<file path="config.mk">
export PLATFORM = sky130hd
export DESIGN_NAME = pin_change_interrupt
export DESIGN_NICKNAME = d
export VERILOG_FILES = /design/src/verilog/pin_change_pkg.sv /design/src/verilog/pin_change_interrupt.sv /design/src/verilog/pin_edge_sync.sv
export SDC_FILE = /design/constraint.sdc
export NUM_CORES = 1
export LEC_CHECK = 0
export BUFFER_PORTS_ARGS = -buffer_cell sky130_fd_sc_hd__buf_2
export CORE_UTILIZATION = 40
export CTS_CLUSTER_DIAMETER = 120
export DETAILED_ROUTE_END_ITERATION = 7
export PLACE_DENSITY = 0.76
export REMOVE_ABC_BUFFERS = 1
export SLEW_MARGIN = 25
export SYNTH_ARGS = -nofsm -noshare
export SYNTH_HDL_FRONTEND = slang
export SYNTH_HIERARCHICAL = 1
export SYNTH_SLANG_ARGS = --single-unit
</file>
<file path="constraint.sdc">
create_clock -name hclk -period 1.6 [get_ports hclk]
set_input_delay 0.32 -clock hclk [delete_from_list [all_inputs] [get_ports hclk]]
set_output_delay 0.32 -clock hclk [all_outputs]
set_load 0.01 [all_outputs]
</file>
<file path="src/verilog/pin_change_pkg.sv">
// constants for the pin change interrupt block
// assumes a 32-bit ahb-lite register bus with byte addresses
package pin_change_pkg;
  localparam int unsigned PIN_COUNT = 4;
  localparam int unsigned ADDR_DECODE_W = 8;
  // register byte offsets
  localparam logic [7:0] OFS_RISE_EN = 8'h00;
  localparam logic [7:0] OFS_FALL_EN = 8'h04;
  localparam logic [7:0] OFS_FLAGS = 8'h08;
  localparam logic [7:0] OFS_CORE_CTRL = 8'h0c;
  localparam logic [7:0] OFS_IRQ_STATUS = 8'h10;
  localparam logic [7:0] OFS_IRQ_CLEAR = 8'h14;
  localparam logic [7:0] OFS_IRQ_ENABLE = 8'h18;
  // reset values
  localparam logic [3:0] RST_RISE_EN = 4'h0;
  localparam logic [3:0] RST_FALL_EN = 4'h0;
  localparam logic [3:0] RST_FLAGS = 4'h0;
  localparam logic RST_MAIN_EN = 1'b0;
  localparam logic [1:0] RST_IRQ_STATUS = 2'h0;
  localparam logic [1:0] RST_IRQ_ENABLE = 2'h0;
  // core interrupt control field positions
  localparam int unsigned CTRL_MAIN_EN_BIT = 3;
  localparam int unsigned CTRL_SUMMARY_BIT = 0;
  // sticky event bits
  localparam int unsigned EVT_COUNT = 2;
  localparam int unsigned EVT_EDGE_BIT = 0;
  localparam int unsigned EVT_WAKE_BIT = 1;
  // ahb encodings
  localparam logic [1:0] HTRANS_NONSEQ = 2'h2;
  localparam logic HRESP_OKAY = 1'b0;
endpackage

</file>
<file path="src/verilog/pin_change_interrupt.sv">
// pin change interrupt block with ahb-lite register slave
// assumes sleep_mode comes from hclk logic and pins are asynchronous
// Operation
// - four pins each detect edges; any combination can request the change interrupt
// - rise enable bit set: rising edge on that pin sets its flag
// - fall enable bit set: falling edge on that pin sets its flag
// - both enables set: edges of either polarity are flagged
// - both enables clear: pin never sets its flag
// - enabled edge sets the flag; request only while main enable set
// - main enable clear: flags still set, no interrupt request; the edge status bit still sets, so irq asserts if its enable bit is set
// - summary flag high exactly while any pin flag is set
// - writing zero to a flag bit clears that flag
// - edge during a clearing write leaves the flag set
// - main enable set: change sequence wakes the core from sleep
// - edge in sleep is in the flag register before wake
// - upper bits read zero; enable and main enable bits read/write, flags and status only clear, all reset to zero
//
// Local design decisions: the AHB-Lite interface to the registers and the register addresses.
`timescale 1ns/1ps
`default_nettype none
module pin_change_interrupt #(
  parameter int unsigned PINS = pin_change_pkg::PIN_COUNT
) (
  // clock and reset
  input wire logic hclk,
  input wire logic hresetn,
  // ahb-lite slave
  input wire logic hsel,
  input wire logic [31:0] haddr,
  input wire logic [1:0] htrans,
  input wire logic hwrite,
  input wire logic [2:0] hsize,
  input wire logic [31:0] hwdata,
  input wire logic hready,
  output logic hreadyout,
  output logic hresp,
  output logic [31:0] hrdata,
  // pins and core
  input wire logic [PINS-1:0] pin_in,
  input wire logic sleep_mode,
  output logic change_irq,
  output logic wake_req,
  output logic irq
);
  localparam int unsigned EVTS = pin_change_pkg::EVT_COUNT;

  function automatic logic [31:0] pad_word(input logic [7:0] v);
    pad_word = {24'h000000, v};
  endfunction

  function automatic logic hit(input logic [7:0] a, input logic [7:0] ofs);
    hit = (a == ofs);
  endfunction

  // state
  logic [PINS-1:0] rise_en_reg;
  logic [PINS-1:0] fall_en_reg;
  logic [PINS-1:0] flags_reg;
  logic main_en_reg;
  logic [EVTS-1:0] status_reg;
  logic [EVTS-1:0] irq_en_reg;
  logic dp_wr_reg;
  logic [7:0] dp_addr_reg;
  logic [31:0] hrdata_reg;

  logic [PINS-1:0] rise_en_next;
  logic [PINS-1:0] fall_en_next;
  logic [PINS-1:0] flags_next;
  logic main_en_next;
  logic [EVTS-1:0] status_next;
  logic [EVTS-1:0] irq_en_next;

  // edge detection
  logic [PINS-1:0] rise_pulse;
  logic [PINS-1:0] fall_pulse;

  pin_edge_sync #(
    .WIDTH(PINS)
  ) u_sync (
    .hclk(hclk),
    .hresetn(hresetn),
    .pin_in(pin_in),
    .rise_pulse(rise_pulse),
    .fall_pulse(fall_pulse)
  );

  // bus decode
  wire ap_valid = hsel && htrans == pin_change_pkg::HTRANS_NONSEQ;
  wire ap_take = ap_valid && hready;
  wire [7:0] ap_addr = haddr[7:0];
  wire hi_clear = haddr[31:8] == 24'h000000;
  // a read right behind a write waits one cycle to see the new value
  wire rd_stall = dp_wr_reg && ap_valid && !hwrite;
  wire wr_now = dp_wr_reg;
  wire wr_rise = wr_now && hit(dp_addr_reg, pin_change_pkg::OFS_RISE_EN);
  wire wr_fall = wr_now && hit(dp_addr_reg, pin_change_pkg::OFS_FALL_EN);
  wire wr_flags = wr_now && hit(dp_addr_reg, pin_change_pkg::OFS_FLAGS);
  wire wr_ctrl = wr_now && hit(dp_addr_reg, pin_change_pkg::OFS_CORE_CTRL);
  wire wr_clr = wr_now && hit(dp_addr_reg, pin_change_pkg::OFS_IRQ_CLEAR);
  wire wr_ien = wr_now && hit(dp_addr_reg, pin_change_pkg::OFS_IRQ_ENABLE);

  // flag set terms
  wire [PINS-1:0] rise_hit = rise_pulse & rise_en_reg;
  wire [PINS-1:0] fall_hit = fall_pulse & fall_en_reg;
  wire [PINS-1:0] set_vec = rise_hit | fall_hit;
  // write keeps ones and clears zeros
  wire [PINS-1:0] keep_mask = wr_flags ? hwdata[PINS-1:0] : {PINS{1'b1}};
  wire summary = |flags_reg;

  // events
  wire [EVTS-1:0] evt_vec;
  assign evt_vec[pin_change_pkg::EVT_EDGE_BIT] = |set_vec;
  assign evt_vec[pin_change_pkg::EVT_WAKE_BIT] = sleep_mode && main_en_reg && |set_vec;
  wire [EVTS-1:0] clr_vec = wr_clr ? hwdata[EVTS-1:0] : '0;

  // next state
  assign rise_en_next = wr_rise ? hwdata[PINS-1:0] : rise_en_reg;
  assign fall_en_next = wr_fall ? hwdata[PINS-1:0] : fall_en_reg;
  // set wins over a clearing write
  assign flags_next = (flags_reg & keep_mask) | set_vec;
  assign main_en_next = wr_ctrl ? hwdata[pin_change_pkg::CTRL_MAIN_EN_BIT] : main_en_reg;
  assign status_next = (status_reg & ~clr_vec) | evt_vec;
  assign irq_en_next = wr_ien ? hwdata[EVTS-1:0] : irq_en_reg;

  // read mux
  logic [7:0] ctrl_byte;
  always_comb begin
    ctrl_byte = 8'h00;
    ctrl_byte[pin_change_pkg::CTRL_MAIN_EN_BIT] = main_en_reg;
    ctrl_byte[pin_change_pkg::CTRL_SUMMARY_BIT] = summary;
  end

  wire [7:0] rise_byte = 8'(rise_en_reg);
  wire [7:0] fall_byte = 8'(fall_en_reg);
  wire [7:0] flag_byte = 8'(flags_reg);
  wire [7:0] stat_byte = 8'(status_reg);
  wire [7:0] ien_byte = 8'(irq_en_reg);

  logic [31:0] rd_val;
  always_comb begin
    rd_val = 32'h00000000;
    if (hi_clear) begin
      case (ap_addr)
        pin_change_pkg::OFS_RISE_EN: rd_val = pad_word(rise_byte);
        pin_change_pkg::OFS_FALL_EN: rd_val = pad_word(fall_byte);
        pin_change_pkg::OFS_FLAGS: rd_val = pad_word(flag_byte);
        pin_change_pkg::OFS_CORE_CTRL: rd_val = pad_word(ctrl_byte);
        pin_change_pkg::OFS_IRQ_STATUS: rd_val = pad_word(stat_byte);
        pin_change_pkg::OFS_IRQ_ENABLE: rd_val = pad_word(ien_byte);
        default: rd_val = 32'h00000000;
      endcase
    end
  end

  // bus phase registers
  always_ff @(posedge hclk or negedge hresetn) begin
    if (!hresetn) begin
      dp_wr_reg <= 1'b0;
      dp_addr_reg <= 8'h00;
      hrdata_reg <= 32'h00000000;
    end else begin
      dp_wr_reg <= ap_take && hwrite && hi_clear;
      if (ap_take) begin
        dp_addr_reg <= ap_addr;
      end
      if (ap_take && !hwrite) begin
        hrdata_reg <= rd_val;
      end
    end
  end

  // block registers
  always_ff @(posedge hclk or negedge hresetn) begin
    if (!hresetn) begin
      rise_en_reg <= PINS'(pin_change_pkg::RST_RISE_EN);
      fall_en_reg <= PINS'(pin_change_pkg::RST_FALL_EN);
      flags_reg <= PINS'(pin_change_pkg::RST_FLAGS);
      main_en_reg <= pin_change_pkg::RST_MAIN_EN;
      status_reg <= pin_change_pkg::RST_IRQ_STATUS;
      irq_en_reg <= pin_change_pkg::RST_IRQ_ENABLE;
    end else begin
      rise_en_reg <= rise_en_next;
      fall_en_reg <= fall_en_next;
      flags_reg <= flags_next;
      main_en_reg <= main_en_next;
      status_reg <= status_next;
      irq_en_reg <= irq_en_next;
    end
  end

  // outputs
  assign hreadyout = !rd_stall;
  assign hresp = pin_change_pkg::HRESP_OKAY;
  assign hrdata = hrdata_reg;
  assign change_irq = main_en_reg && summary;
  assign wake_req = sleep_mode && main_en_reg && summary;
  assign irq = |(status_reg & irq_en_reg);

  // checks
  property p_rise_sets;
    @(posedge hclk) disable iff (!hresetn)
      (rise_pulse & rise_en_reg) != '0
        |=> (flags_reg & $past(rise_pulse & rise_en_reg)) == $past(rise_pulse & rise_en_reg);
  endproperty
  a_rise_sets: assert property (p_rise_sets)
    else $error("enabled rising edge did not set flag");

  property p_fall_sets;
    @(posedge hclk) disable iff (!hresetn)
      (fall_pulse & fall_en_reg) != '0
        |=> (flags_reg & $past(fall_pulse & fall_en_reg)) == $past(fall_pulse & fall_en_reg);
  endproperty
  a_fall_sets: assert property (p_fall_sets)
    else $error("enabled falling edge did not set flag");

  property p_both_edges;
    @(posedge hclk) disable iff (!hresetn)
      rise_en_reg[0] && fall_en_reg[0] && (rise_pulse[0] || fall_pulse[0]) |=> flags_reg[0];
  endproperty
  a_both_edges: assert property (p_both_edges)
    else $error("dual enable pin missed an edge");

  property p_disabled_quiet;
    @(posedge hclk) disable iff (!hresetn)
      1'b1 |=> (flags_reg & ~$past(flags_reg) & ~$past(rise_en_reg | fall_en_reg)) == '0;
  endproperty
  a_disabled_quiet: assert property (p_disabled_quiet)
    else $error("flag set on a pin with no edge enabled");

  property p_req_follows;
    @(posedge hclk) disable iff (!hresetn)
      main_en_reg && set_vec != '0 && !wr_ctrl |=> change_irq;
  endproperty
  a_req_follows: assert property (p_req_follows)
    else $error("enabled edge gave no change request");

  property p_no_req_off;
    @(posedge hclk) disable iff (!hresetn)
      !main_en_reg && set_vec != '0 |-> !change_irq ##1 summary;
  endproperty
  a_no_req_off: assert property (p_no_req_off)
    else $error("request with main enable off or flag lost");

  property p_summary;
    @(posedge hclk) disable iff (!hresetn)
      ap_take && !hwrite && hi_clear && ap_addr == pin_change_pkg::OFS_CORE_CTRL
        |=> hrdata[pin_change_pkg::CTRL_SUMMARY_BIT] == ($past(flags_reg) != '0);
  endproperty
  a_summary: assert property (p_summary)
    else $error("summary flag disagrees with pin flags");

  property p_clear_write;
    @(posedge hclk) disable iff (!hresetn)
      wr_flags |=> flags_reg == (($past(flags_reg) & $past(hwdata[PINS-1:0])) | $past(set_vec));
  endproperty
  a_clear_write: assert property (p_clear_write)
    else $error("flag write did not clear as written");

  property p_set_wins;
    @(posedge hclk) disable iff (!hresetn)
      wr_flags && set_vec != '0 |=> (flags_reg & $past(set_vec)) == $past(set_vec);
  endproperty
  a_set_wins: assert property (p_set_wins)
    else $error("edge lost during clearing write");

  property p_wake;
    @(posedge hclk) disable iff (!hresetn)
      sleep_mode && main_en_reg && set_vec != '0 && !wr_ctrl |=> wake_req || !sleep_mode;
  endproperty
  a_wake: assert property (p_wake)
    else $error("edge in sleep did not wake");

  property p_wake_flagged;
    @(posedge hclk) disable iff (!hresetn)
      $rose(wake_req) |-> flags_reg != '0;
  endproperty
  a_wake_flagged: assert property (p_wake_flagged)
    else $error("wake without a recorded flag");

  property p_upper_zero;
    @(posedge hclk) disable iff (!hresetn)
      ap_take && !hwrite ##1 hready |-> hrdata[31:8] == 24'h000000;
  endproperty
  a_upper_zero: assert property (p_upper_zero)
    else $error("unimplemented read bits not zero");

  property p_flag_hold;
    @(posedge hclk) disable iff (!hresetn)
      (~flags_reg & $past(flags_reg)) != '0 |-> $past(wr_flags);
  endproperty
  a_flag_hold: assert property (p_flag_hold)
    else $error("flag cleared without a flag write");

  property p_status_sticky;
    @(posedge hclk) disable iff (!hresetn)
      (~status_reg & $past(status_reg) & ~$past(clr_vec)) == '0;
  endproperty
  a_status_sticky: assert property (p_status_sticky)
    else $error("status bit dropped without a clear");

  property p_stall_short;
    @(posedge hclk) disable iff (!hresetn)
      !hreadyout |=> hreadyout;
  endproperty
  a_stall_short: assert property (p_stall_short)
    else $error("bus wait longer than one cycle");

  property p_en_write;
    @(posedge hclk) disable iff (!hresetn)
      wr_rise |=> rise_en_reg == $past(hwdata[PINS-1:0]);
  endproperty
  a_en_write: assert property (p_en_write)
    else $error("rise enable write did not land");

  property p_flag_read;
    @(posedge hclk) disable iff (!hresetn)
      ap_take && !hwrite && hi_clear && ap_addr == pin_change_pkg::OFS_FLAGS
        |=> hrdata == pad_word(8'($past(flags_reg)));
  endproperty
  a_flag_read: assert property (p_flag_read)
    else $error("flag read returned wrong value");

  property p_main_gate;
    @(posedge hclk) disable iff (!hresetn)
      !main_en_reg |-> !change_irq && !wake_req;
  endproperty
  a_main_gate: assert property (p_main_gate)
    else $error("request or wake with main enable off");

  property p_wake_status;
    @(posedge hclk) disable iff (!hresetn)
      sleep_mode && main_en_reg && set_vec != '0 |=> status_reg[pin_change_pkg::EVT_WAKE_BIT];
  endproperty
  a_wake_status: assert property (p_wake_status)
    else $error("edge in sleep left no wake status");

  property p_ien_write;
    @(posedge hclk) disable iff (!hresetn)
      wr_ien |=> irq_en_reg == $past(hwdata[EVTS-1:0]);
  endproperty
  a_ien_write: assert property (p_ien_write)
    else $error("irq enable write did not land");

  c_edge_irq: cover property (@(posedge hclk) disable iff (!hresetn)
    set_vec != '0 ##1 change_irq);
  c_clear_race: cover property (@(posedge hclk) disable iff (!hresetn)
    wr_flags && set_vec != '0);
  c_wake: cover property (@(posedge hclk) disable iff (!hresetn) $rose(wake_req));
  c_read_stall: cover property (@(posedge hclk) disable iff (!hresetn) rd_stall);
  c_dual_fall: cover property (@(posedge hclk) disable iff (!hresetn)
    (rise_en_reg & fall_en_reg & fall_pulse) != '0);
endmodule // pin_change_interrupt
`default_nettype wire

</file>
<file path="src/verilog/pin_edge_sync.sv">
// two-stage synchroniser and edge finder for asynchronous pins
// assumes pins are unrelated to hclk
`timescale 1ns/1ps
`default_nettype none
module pin_edge_sync #(
  parameter int unsigned WIDTH = 4
) (
  // clock and reset
  input wire logic hclk,
  input wire logic hresetn,
  // raw pins
  input wire logic [WIDTH-1:0] pin_in,
  // edge pulses
  output logic [WIDTH-1:0] rise_pulse,
  output logic [WIDTH-1:0] fall_pulse
);
  logic [WIDTH-1:0] meta_reg;
  logic [WIDTH-1:0] sync_reg;
  logic [WIDTH-1:0] prev_reg;

  always_ff @(posedge hclk or negedge hresetn) begin
    if (!hresetn) begin
      meta_reg <= '0;
      sync_reg <= '0;
      prev_reg <= '0;
    end else begin
      meta_reg <= pin_in;
      sync_reg <= meta_reg;
      prev_reg <= sync_reg;
    end
  end

  // sample compared with previous sample
  assign rise_pulse = sync_reg & ~prev_reg;
  assign fall_pulse = ~sync_reg & prev_reg;

  property p_edge_exclusive;
    @(posedge hclk) disable iff (!hresetn)
      (rise_pulse & fall_pulse) == '0 ##0 (rise_pulse != '0) |=> (rise_pulse & fall_pulse) == '0;
  endproperty
  a_edge_exclusive: assert property (p_edge_exclusive)
    else $error("rise and fall on same pin at once");

  property p_rise_from_low;
    @(posedge hclk) disable iff (!hresetn)
      $rose(sync_reg[0]) |-> rise_pulse[0] ##1 !rise_pulse[0];
  endproperty
  a_rise_from_low: assert property (p_rise_from_low)
    else $error("rising sample not reported once");
endmodule // pin_edge_sync
`default_nettype wire
</file>
Word-level counts from Yosys, hierarchy flattened:

Cells that the tools add are included.
Widths: inputs -> output; s select.

* muxes and demuxes: 4
* reductions and logical operators: 25
* eq/ne operators: 11
* bitwise logic cells: 13

Operator list (count)
* $eq 8x4->1 const B: 4
* $eq 8x5->1 const B: 4
* $logic_not 24->1: 1
* $pmux 4 s6: 1
* $and 4x4->4: 5
* $logic_and 1x1->1: 17
* $eq 8x3->1 const B: 2
* $logic_not 8->1: 2
* $mux 4: 2
* $not 4->4: 2
* $or 4x4->4: 2
* $reduce_or 4->1: 2
* $and 2x2->2: 2
* $eq 2x2->1 const B: 1
* $logic_not 1->1: 2
* $mux 2: 1
* $not 2->2: 1
* $or 2x2->2: 1
* $reduce_or 2->1: 1

* word-level logic and storage cells: 65
* bits in registers: 70
* bits of input ports: 79
* output and inout bits: 37

Depth between registers and ports, before layout:

Gate-level depths: netlist of the first run.

* word-level depth: 7
* mapped depth: 5
* mapped depth without buffers: 4

By module:

Netlist of the first run, hierarchy kept.

By module, submodules not included
* pin_change_interrupt: sequential area each 750.7 µm², area each 1712.9 µm², instances 1, cells an instance 162
* pin_edge_sync: sequential area each 300.3 µm², area each 370.4 µm², instances 1, cells an instance 20

Least setup slack after synthesis of the first run:

OpenSTA, ideal clock, no wires.

* path type: register to register
* start: register dp_addr_reg[5]
* end: register rise_en_reg[0]
* period minus slack after synthesis: 1678 ps
* setup slack: -78 ps
* arrival time: 1554 ps
* path buffers: 0
* required time: 1475 ps
* library setup time: 125 ps
* cell stages (with the launch flop): 5
* path through: dfrtp_1 nor4b_1 nand2_1 nor3b_2 mux2_2

* word-level cells in the longest chain between the ends: 2

Ends and longest elaborated chain
* from (decl): RTL line pin_change_interrupt.sv:63 `logic [7:0] dp_addr_reg;`
* from (signal assigned): RTL line pin_change_interrupt.sv:164 `dp_addr_reg <= ap_addr;`
* $logic_not 8->1: RTL line pin_change_interrupt.sv:52 `hit = (a == ofs);`
* $logic_and 1x1->1: RTL line pin_change_interrupt.sv:95 `wire wr_rise = wr_now && hit(dp_addr_reg, pin_change_pkg::OFS_RISE_EN);`
* to (signal assigned): RTL line pin_change_interrupt.sv:175 `rise_en_reg <= PINS'(pin_change_pkg::RST_RISE_EN);`
* to (signal assigned): RTL line pin_change_interrupt.sv:182 `rise_en_reg <= rise_en_next;`
* to (decl): RTL line pin_change_interrupt.sv:56 `logic [PINS-1:0] rise_en_reg;`

Every way passes these cells.
A chain may end at the register's enable or synchronous reset.

Final worst setup path of the first run:

* start: register dp_addr_reg[3]
* end: register fall_en_reg[0]

* word-level cells in the longest chain between the ends: 2

Ends and longest elaborated chain
* $eq 8x3->1: RTL line pin_change_interrupt.sv:52
* $logic_and 1x1->1: RTL line pin_change_interrupt.sv:96 `wire wr_fall = wr_now && hit(dp_addr_reg, pin_change_pkg::OFS_FALL_EN);`
* to (signal assigned): RTL line pin_change_interrupt.sv:176 `fall_en_reg <= PINS'(pin_change_pkg::RST_FALL_EN);`
* to (signal assigned): RTL line pin_change_interrupt.sv:183 `fall_en_reg <= fall_en_next;`
* to (decl): RTL line pin_change_interrupt.sv:57 `logic [PINS-1:0] fall_en_reg;`

Every way passes these cells.

==> impl.org, run 1 <==
** Critical path
- The largest individual stage delay along the critical path comes from the cell or4b_4.
- Largest stage delay, worst path :: 0.56 ns
- The critical path in this run is classified as flip-flop to flip-flop.
- Grouping stages by cell kind, the critical path spends the most delay in simple AND/OR/NAND/NOR gates.
- The worst setup path is launched from a flip-flop.
- Crit-path max FO :: 3
- CP Data Required Time :: 1.78 ns
- Data arrival time of the critical path :: 1.88 ns
- The worst setup path is captured at a flip-flop.
- Buf+Inv Stages, Crit Path :: 1
- Sequence of cells on the critical path :: or4b_4, nor2_2, buf_4, mux2_2

** Power and ir drop
- Pwr/cell area :: 821.9 nW/um^2
- Across the VDD grid, the largest voltage drop is 635.7 uV.
- In this run the static leakage power is 1.312 nW.

** GRT
- In this run the most used layer during global routing was met2.
- Met2 GRT Util :: 0.2727
- Antenna violations before repair :: 0
- Entering global routing, the biggest net connects 43 pins.
- The first global-routing pass estimated 6.506 mm of wire.
- The total overflow left after global routing is 0.
- Met3 GRT Util :: 0.04607
- In the global route stage, met1 resource usage came out at 0.1977.
- Number of global-route vias before repair :: 1,469
- GRT Resource Usage Total :: 0.1616

** Synthesis
- Most area-consuming cells after synthesis :: dfrtp_1 50%, buf_4 10%, mux2_2 9.2%
- Mapped Cells :: 182
- Of the post-synthesis cell area, the dominant cell type holds 0.5045.
- For this run, the register share of the synthesized area comes to 0.5045.
- After synthesis, the share of flip-flops with an asynchronous set or reset is 1.000.
- Number of distinct library cells after synthesis :: 34
- Yosys mapped a number of flops with a built-in enable equal to 0.
- Number of warning messages in the yosys log :: 6
- Synthesized area per cell :: 11.45 um^2
- The cell area that synthesis handed to floorplanning was 2083 um^2.
- Total of flip-flops plus latches after synthesis :: 42
- In the synthesized netlist the dominant register cell turns out to be dfrtp_1.
- Cell type with the highest aggregate area in the netlist :: dfrtp_1

** Finish
- In the final layout, the multi-input gates occupy 988.4 um^2.
- Number of nets in the layout :: 336
- After filler insertion, the fill cell instance count of the layout stands at 418.
- Number of flip-flops in the largest register :: 8
- Compared with the post-synthesis result, the final layout area differs by 27.93%.
- # diodes :: 0
- Registers take 1051 um^2.
- Share of post-route cells with drive strength above 1 :: 0.4767
- Final cell area excluding filler cells :: 2665 um^2

** Detailed routing
- After detailed routing, the number of vias per cell comes to 4.849.
- DRT Wirelength :: 4.303 mm
- For this run, design rule violations remaining after detail routing come to 0.
- DR pass1 iterations :: 4
- The detailed router placed 1,576 vias in this run.
- Once detail routing completed, the nets flagged for antenna violations numbered 0.
- In this run, the number of DRC markers left after iteration 0 of detailed routing was 98.
- DR WL/cell :: 13.24 um

** Floorplan
- Standard-cell row count :: 25
- Core footprint :: 4880 um^2
- Starting density of the core :: 0.4269
- For this design the top-level I/O count stands at 116.
- Measured along the y axis, the die boundary spans 74.17 um.
- The die is 74.17 um wide.
- Total Die Area :: 5500 um^2

** Place
- Count of input and output buffers :: 55
- Half-perimeter wire length of the detailed placement result :: 3.155 mm
- The placed instances occupy a cell area of 2462 um^2.
- Prior to clock tree synthesis, the placed netlist has a worst setup slack of -0.2601 ns.
- Routability-driven placement finished with a final weighted congestion of 0.8360.

** CTS
- The tree built by TritonCTS fans out to 42 sinks.
- Skew-Pair Late Insertion Delay :: 0.29 ns
- TritonCTS built the clock tree.
- The root buffer cell chosen for the clock tree is clkbuf_8.
- In this run the deepest clock path goes through 2 buffers.
- Clock H-tree levels :: 2
- Clock-pin slew on the worst setup and hold paths :: 0.08 ns
- Total CTS buffers :: 5

** Outcome
- The final reports fail on negative setup slack.
- Status :: finished, violations left

** STA
- Number of setup violations in the final report :: 12
- The number of hold-slack violations in the final timing report was 0.
- Derived from the worst setup path, the maximum achievable clock frequency is 588.6 MHz.
- Max-slew violation count :: 0
- Worst-case clock skew :: 0.003325 ns
- The worst path in the final design needs a cycle of 1.699 ns, including I/O delays and setup.
- Setup repair after global routing could not meet its margin everywhere.
- Dividing the final minimum period by the clock period gives 1.062.
- Worst path setup slack after routing :: -0.09889 ns
- The tightest hold path in the finished design has a slack of 0.1272 ns.

** Run
- Max Cap Violations :: 0

** Worst hold path
- In this run the worst hold path is classified as input port to flip-flop.
==> where the power goes <==
| group | switching [mW] | internal, mW | total [mW] | leakage, nW |
|---|---|---|---|---|
| Combinational | 0.162 | 0.157 | 0.319 | 0.747 |
| Sequential | 0.0522 | 1.12 | 1.18 | 0.517 |
| Clock | 0.348 | 0.348 | 0.696 | 0.0482 |
==> worst paths after layout <==
path	slack (ns)	cells past startpoint	from	end
max in group asynchronous	0.88	3	hresetn	flags_reg[0]$_DFF_PN0_
min	0.13	1	pin_in[1]	u_sync/meta_reg[1]$_DFF_PN0_
min reg2reg	0.35	0	u_sync/meta_reg[2]$_DFF_PN0_	u_sync/sync_reg[2]$_DFF_PN0_
min in group asynchronous	0.52	3	hresetn	u_sync/meta_reg[2]$_DFF_PN0_
max reg2reg	-0.1	4	dp_addr_reg[3]$_DFFE_PN0N_	fall_en_reg[0]$_DFFE_PN0P_
max	-0.1	4	dp_addr_reg[3]$_DFFE_PN0N_	fall_en_reg[0]$_DFFE_PN0P_
==> what timing repair did <==
action	in CTS	in global routing
hold buffers	1	0
gates cloned	0	0
setup buffers	0	0
pin swaps	3	15
hold endpoints to repair	42	0
resized for setup	11	15
setup endpoints to repair	13	21
==> stage by stage <==
stage                     setup TNS, ns    util  total power [mW]  instances
after detailed placement         -2.266  0.5046             1.476        317
after global routing             -1.245  0.5462             2.291        325
final                           -0.6061  0.5462             2.190        325
after floorplan                 -0.5518       -             1.305        177
after CTS                       -0.6683  0.5351             2.189        326
after global placement           -2.059  0.5046             1.465        317
==> layout by cell type (no fill, tap or decap), types with 3 or more instances in the layout <==
master    Yosys  routed
a22oi_1       4       4
and2b_2       8       8
buf_2         0      54
buf_4        29      16
clkbuf_8      0       6
conb_1        1      29
dfrtp_1      42      42
inv_1         5       5
mux2_2       17      13
mux2_4        0       4
mux2i_1       3       3
nand2_1      15      14
nand4_1       6       6
nor2_1        6       4
nor4_1        8       5
nor4_2        0       3
o21ai_0       7       3
o21ai_1       0       4
==> final cells by class <==
class,count,area share
clock buffers,7,0.03239
inverters,5,0.007042
well taps,67,0.03146
multi-input cells,130,0.3709
flip-flops and latches,42,0.3944
repair buffers,73,0.1620
clock inverters,1,0.001878
==> logic make-up after synthesis <==
family / count (synthesis) / synth area share
compound gates: 22 / 0.07868
buf+inv: 38 / 0.1207
flops: 42 / 0.5045
mux: 22 / 0.1279
other cells: 1 / 0.001800
simple gates: 57 / 0.1664
==> synth_stat cells, types with 2 or more instances <==
| library cell | number |
|---|---|
| a21oi_1 | 2 |
| nand4_1 | 6 |
| buf_4 | 29 |
| nor2_1 | 6 |
| clkbuf_1 | 4 |
| and2b_2 | 8 |
| mux2_2 | 17 |
| dfrtp_1 | 42 |
| mux4_2 | 2 |
| nand2_1 | 15 |
| o21ai_0 | 7 |
| mux2i_1 | 3 |
| nor4_1 | 8 |
| o41ai_2 | 2 |
| inv_1 | 5 |
| nor3_1 | 3 |
| nor2b_1 | 2 |
| o31ai_1 | 2 |
| a22oi_1 | 4 |
==> metal layers <==
layer	vias to the layer above	part of all wire
li1	745	-
met1	758	0.42
met2	66	0.51
met3	7	0.065
met4	0	0.011
met5	-	0
Power figures use the tool's default switching activity.
==> run 2: changes to the inputs <==
CORE_UTILIZATION = 41   (was 40)
CTS_BUF_LIST = sky130_fd_sc_hd__clkbuf_4   (was not set)
PLACE_DENSITY = 0.78   (was 0.76)
==> impl.org, run 2 (same netlist as run 1, synthesis figures left out) <==
** Critical path
- In this run the worst setup path begins at dp_addr_reg[6]$_DFFE_PN0N_.
- Critical path startpoint category :: flip-flop
- Critical path endpoint category :: flip-flop
- The largest single stage delay on the critical path is 0.44 ns.
- The slowest stage of the critical path belongs to the cell dfrtp_1.
- Traced cell by cell, the critical path runs through nor4b_4, nand2_2, nor3b_2, buf_4, mux2_4.
- Worst Path Class, Setup :: flip-flop to flip-flop
- Data arrival time of the critical path :: 1.95 ns
- Worst R2R Start :: dp_addr_reg[6]$_DFFE_PN0N_
- CP Data Required Time :: 1.84 ns
- Crit-path max FO :: 3

** Detailed routing
- DRT Wirelength :: 4.004 mm
- DR pass1 iterations :: 6
- Once detail routing completed, the nets flagged for antenna violations numbered 0.
- DR WL/cell :: 12.13 um
- Using the TritonRoute via totals, the vias-per-cell ratio works out to 4.694.
- Drt drc :: 0
- The final route contains 1,549 vias.
- Starting DRC count in detailed routing :: 44

** STA
- Min Tclk post-route :: 1.707 ns
- Worst path setup slack after routing :: -0.1068 ns
- The count of pins over their slew limit is 0.
- Timing would allow up to 585.9 MHz.
- Across the routed clock network, the largest skew measured is 0.006496 ns.
- Sum of negative setup slack :: -0.5899 ns
- The number of hold-slack violations in the final timing report is 0.
- Number of setup violations in the final report :: 12
- Final period util :: 1.067
- Unrepaired setup endpoints after global routing :: yes
- Min Hold Slack :: 0.07136 ns

** CTS
- Clock H-tree levels :: 2
- After clock tree synthesis, the clock-pin slew on the worst setup and hold paths is 0.13 ns.
- Clock tree synthesis found a total of 42 sinks.
- The number of clock buffers added by TritonCTS is 5.
- The later pin in the worst-skew pair is clocked with a latency of 0.35 ns.
- Root Driver :: clkbuf_4
- TritonCTS clock tree :: built
- The clock passes through at most 2 buffers.

** Finish
- Commonest non-fill, non-tap cells in the layout :: 55 x buf_2, 42 x dfrtp_1, 29 x conb_1
- Share of post-route cells with drive strength above 1 :: 0.4753
- Relative to the synthesized area, the layout overhead comes to 26.61%.
- Final core utilization :: 0.5475
- For this run, the number of standard cells in the final layout without fillers is 330.
- # diodes :: 0
- Fill cells in the final layout number 445.
- Final cell area excluding filler cells :: 2638 um^2
- Leaving out fill and tap cells, the most frequent cell in the layout is buf_2.
- Number of nets in the layout :: 341
- Number of flip-flops in the largest register :: 8

** Power and ir drop
- Design internal power :: 1.450 mW
- Combinational share of power :: 0.155
- After layout, the design draws a total of 2.008 mW.
- Largest voltage drop on the vdd net :: 486.4 uV
- Fraction of power consumed by the clock network :: 0.261
- Switching Power :: 0.5581 mW
- Of the total power, the share spent switching nets is 0.2779.
- The share of total power dissipated in sequential elements is 0.584.
- Leakage power total :: 1.275 nW
- For this design the ratio of total power to cell area is 761.3 nW/um^2.

** Floorplan
- Standard-cell row count :: 25
- The initial utilization of the core area, before any placement, comes to 0.4325.
- The floorplan step set the die height to 73.28 um.
- The die covers 5370 um^2.
- The total area inside the core boundary comes to 4817 um^2.
- Measured along the x axis, the die boundary spans 73.28 um.
- In this run the count of I/O pins placed on the die edge is 116.

** Place
- Routability-driven placement finished with a final weighted congestion of 0.8217.
- In this run, placement finished with an instance count of 316.
- Area after detailed placement :: 2442 um^2
- Half-perimeter wire length of the detailed placement result :: 3.076 mm
- Port buffering added 55 buffers.
- Timing analysis after detailed placement gives a worst setup slack of -0.2486 ns.

** GRT
- After global routing the overflow that remains totals 0.
- The first global-routing pass estimated 6.410 mm of wire.
- Largest net degree at the start of global routing :: 20
- Across every metal layer, demand over resource in global routing totals 0.1594.
- The number of antenna violations at the first check in global routing is 0.
- The via count of the first global-routing pass was 1,435.

** Run
- Max Cap Violations :: 0

** Outcome
- The flow ran to the end, but the final reports show violations.
- The final reports fail on negative setup slack.

** Worst hold path
- Worst Min Path Start :: pin_in[1]
- Min-delay worst type :: input port to flip-flop
[run 2: final timing paths]
| kind | endpoint | slack, ns | depth (start not counted) |
|---|---|---|---|
| max in group asynchronous | main_en_reg$_DFFE_PN0P_ | 0.86 | 3 |
| worst max register to register | rise_en_reg[0]$_DFFE_PN0P_ | -0.11 | 5 |
| worst min-delay path | u_sync/meta_reg[1]$_DFF_PN0_ | 0.07 | 1 |
| worst min register to register | u_sync/sync_reg[2]$_DFF_PN0_ | 0.36 | 0 |
| min in group asynchronous | u_sync/meta_reg[2]$_DFF_PN0_ | 0.30 | 2 |
| worst max-delay path | rise_en_reg[0]$_DFFE_PN0P_ | -0.11 | 5 |
[run 2: final cells by class]
class	count	area (um^2)	area share
inverter	5	18.77	0.007116
clock inverter	3	21.27	0.008065
clock buffer	5	37.54	0.01423
tap	67	83.83	0.03178
sequential	42	1051	0.3985
multi-input combinational	130	967.2	0.3667
timing repair buffer	78	457.9	0.1736
[run 2: power groups by stage]
stage / clock network (mW) / registers, mW / logic, mW
finish: 0.524 / 1.17 / 0.311
global route: 0.581 / 1.18 / 0.345
CTS: 0.543 / 1.17 / 0.293
detailed placement: 0 / 1.18 / 0.288
global placement: 0 / 1.18 / 0.281
floorplan: 0 / 1.18 / 0.126
[run 2: critical path: cells and delay by family, from the launching register on]
| family | cells | cell delay [ns] |
|---|---|---|
| DFF | 1 | 0.44 |
| buffers and inverters | 1 | 0.19 |
| and+or+nand+nor | 3 | 0.67 |
| muxes | 1 | 0.30 |
[run 2: routing by layer]
metal / track usage / vias to the layer above / wire length, um
li1: - / 753 / -
met5: 0 / - / 0
met3: 0.03704 / 5 / 192
met2: 0.2747 / 53 / 2024
met1: 0.1998 / 738 / 1754
met4: 0.04575 / 0 / 33
[run 2: what timing repair did]
action	4_1_cts	5_1_grt
gates resized for setup	11	11
hold endpoints to repair	4	0
hold buffers	1	0
setup buffers	3	2
pin swaps	3	6
endpoints found under the setup margin	14	17
==> run 3: changes to the inputs <==
ABC_AREA = 1   (was not set)
CORE_UTILIZATION = 43   (was 41)
PLACE_DENSITY = 0.79   (was 0.78)
==> impl.org, run 3 <==
** Outcome
- The flow ran to the end, and the final reports show no timing, DRC or antenna violations.

** Critical path
- Crit-path max FO :: 3
- Critical path endpoint category :: output port
- Critical path startpoint category :: flip-flop
- CP Data Required Time :: 1.28 ns
- Worst R2R Start :: dp_addr_reg[5]$_DFFE_PN0N_
- The critical path is of the flip-flop to output port type.
- The worst register-to-register path has a setup slack of 0.16 ns.
- The largest single stage delay on the critical path is 0.43 ns.
- R2R Path End :: main_en_reg$_DFFE_PN0P_
- Worst setup endpoint :: wake_req
- At the worst endpoint, the arrival time is 1.23 ns.
- Traced cell by cell, the critical path runs through nor2_1, nand2_1, inv_2, nor2_1, buf_2.
- The slowest stage of the critical path is the dfrtp_1 cell.
- Tracing the worst setup path back leads to its startpoint at flags_reg[2]$_DFF_PN0_.
- Cell depth of the worst flop-to-flop path :: 3
- By instance count, the cell type seen most on the critical path is nor2_1.

** STA
- The worst pin sits at a relative slew slack of 0.6141.
- On the final layout, the worst clock skew is 0.008371 ns.
- The worst path needs 1.548 ns of the cycle, external delays included.
- Dividing the final minimum period by the clock period gives 0.9672.
- The count of pins over their slew limit came to 0.
- Setup violations remaining at the end of the flow were counted as 0.
- On the final layout, the worst hold slack is 0.04303 ns.
- Number of hold violations in the final report :: 0
- Unrepaired setup endpoints after global routing :: yes
- Based on the critical path, the design can be clocked at up to 646.2 MHz.
- At the pin with the least slew margin, the transition time is 0.5736 ns.
- Sum of negative setup slack :: 0 ns

** CTS
- The longest clock path from root to sink contains 2 buffers.
- Total CTS buffers :: 5
- The clock tree synthesis step divided the H-tree into 2 levels.
- Clock-pin slew was measured on the worst setup and hold paths at 0.13 ns.
- Root Driver :: clkbuf_4
- Skew-Pair Late Insertion Delay :: 0.37 ns
- Clock sinks :: 42
- TritonCTS clock tree :: built

** Power and ir drop
- Leakage power total :: 1.466 nW
- Pwr/cell area :: 846.3 nW/um^2
- Largest voltage drop on the vdd net :: 696.5 uV

** GRT
- After global routing the overflow that remains totals 0.
- The via count of the first global-routing pass came to 1,852.
- Across every metal layer, demand over resource in global routing totals 0.1900.
- First-pass GRT wire length :: 7.824 mm
- The number of antenna violations at the first check in global routing came to 0.
- Entering global routing, the biggest net connects 20 pins.

** Finish
- Most common cell after layout, fill and taps aside :: nand2_1
- P&R area growth vs syn :: 18.09%
- Number of flip-flops in the largest register :: 8
- Commonest non-fill, non-tap cells in the layout :: 74 x nand2_1, 55 x buf_2, 47 x nor2_1
- The final layout contains 441 nets.
- In the final layout, the share of cells above drive strength 1 is 0.2259.
- # diodes :: 0
- Final core utilization :: 0.5277

** Run
- Max-cap violations in this run came to 0.

** Synthesis
- Library cell with the highest instance count after synthesis :: nand2_1
- Total of flip-flops plus latches after synthesis :: 42
- Counting flops with a built-in enable in the synthesized netlist gives 0.
- Synthesized area per cell :: 7.710 um^2
- Of the post-synthesis cell area, the dominant cell type holds 0.4605.
- Synthesis instantiated 25 different standard cells from the library.
- Commonest cells in the netlist :: 74 x nand2_1, 47 x nor2_1, 42 x dfrtp_1
- For this run, the register share of the synthesized area comes to 0.4605.
- After synthesis the cells add up to 2282 um^2.
- Dominant synthesized flop cell :: dfrtp_1
- By area the synthesized netlist is led by dfrtp_1 46%, nand2_1 12%, buf_4 9.5%.
- Share of async-settable or async-resettable flops after synthesis :: 1.000
- Number of warning messages in the yosys log :: 6
- The cell count after synthesis came out at 296.
- Cell type with the highest aggregate area in the netlist :: dfrtp_1

** Place
- GP Congestion :: 0.8525
- Count of input and output buffers :: 55
- Half-perimeter wire length of the detailed placement result :: 3.665 mm

** Detailed routing
- The first detailed-routing pass took 4 iterations.
- Remaining antenna violation count after routing :: 0
- Detailed routing inserted a total of 1,960 vias.
- DR WL/cell :: 10.68 um
- Drt drc :: 0
- Routed via count divided by cell count :: 4.527
- Starting DRC count in detailed routing :: 88
- DRT Wirelength :: 4.623 mm

** Floorplan
- Core footprint :: 5107 um^2
- Die Ht :: 74.85 um
- Top Ports :: 116
- The floorplan step defined a die boundary enclosing 5603 um^2.
- Starting density of the core :: 0.4468
- Standard-cell row count :: 26
- From left edge to right edge, the die measures 74.85 um.

** Worst hold path
- Min-delay worst type :: input port to flip-flop
## run 3: timing repair
item / in CTS / in global routing
resized for setup: 0 / 1
hold buffers: 1 / 0
setup endpoints to repair: 0 / 2
buffers inserted: 0 / 2
hold endpoints to repair: 14 / 0
## run 3: worst min-delay path by stage
stage,from,end,slack [ns],cells past startpoint
floorplan,hresetn,dp_addr_reg[0]$_DFFE_PN0N_,0.02,0
global placement,hresetn,u_sync/meta_reg[2]$_DFF_PN0_,0.26,1
detailed placement,hresetn,u_sync/meta_reg[2]$_DFF_PN0_,0.26,1
CTS,pin_in[2],u_sync/meta_reg[2]$_DFF_PN0_,0.03,1
global route,pin_in[2],u_sync/meta_reg[2]$_DFF_PN0_,0.03,1
finish,pin_in[0],u_sync/meta_reg[0]$_DFF_PN0_,0.04,1
## run 3: power breakdown
group,leakage [nW],internal [mW],switching [mW]
clock network,0.0554,0.489,0.361
logic,0.953,0.104,0.175
registers,0.457,1.11,0.0385
total,1.47,1.71,0.574
## run 3: area by class of cell
class                   count  area, um^2
multi-input cells         214       972.2
repair buffers             61       335.3
well taps                  70       87.58
inverters                  38       142.6
fillers                   488        2412
clock inverters             3       68.82
clock buffers               5       37.54
flip-flops and latches     42        1051
## run 3: worst max-delay path: cells and delay by family (launching register included)
kind	cells	cell delay [ns]
flip-flops	1	0.43
buffers and inverters	2	0.20
AND/OR/NAND/NOR	3	0.24
## run 3: stage by stage
| step | cell area (um^2) | cells | worst slack, ns | power, mW |
|---|---|---|---|---|
| finish | 2695 | 433 | 0.05248 | 2.281 |
| global route | 2695 | 433 | -0.02111 | 2.394 |
| CTS | 2680 | 431 | 0.03044 | 2.309 |
| detailed placement | 2564 | 422 | 0.2065 | 1.450 |
| global placement | 2564 | 422 | 0.2111 | 1.438 |
| floorplan | 2166 | 294 | 0.4696 | 1.321 |
## run 3: cells by family (layout without fill, tap and decap cells)
family | after synthesis | in the layout | synth area share
AND/OR/NAND/NOR | 157 | 157 | 0.3120
buffers and inverters | 68 | 107 | 0.1595
flip-flops | 42 | 42 | 0.4605
AO/OA/AOI/OAI | 28 | 28 | 0.06634
other | 1 | 29 | 0.001643
## run 3: layer usage
layer / wire length (um) / global-route usage / part of all wire / up-vias
li1: - / - / - / 992
met1: 2046 / 0.2227 / 0.44 / 885
met2: 2224 / 0.3363 / 0.48 / 74
met3: 258 / 0.03213 / 0.056 / 9
met4: 95 / 0.09434 / 0.021 / 0
met5: 0 / 0 / 0 / -
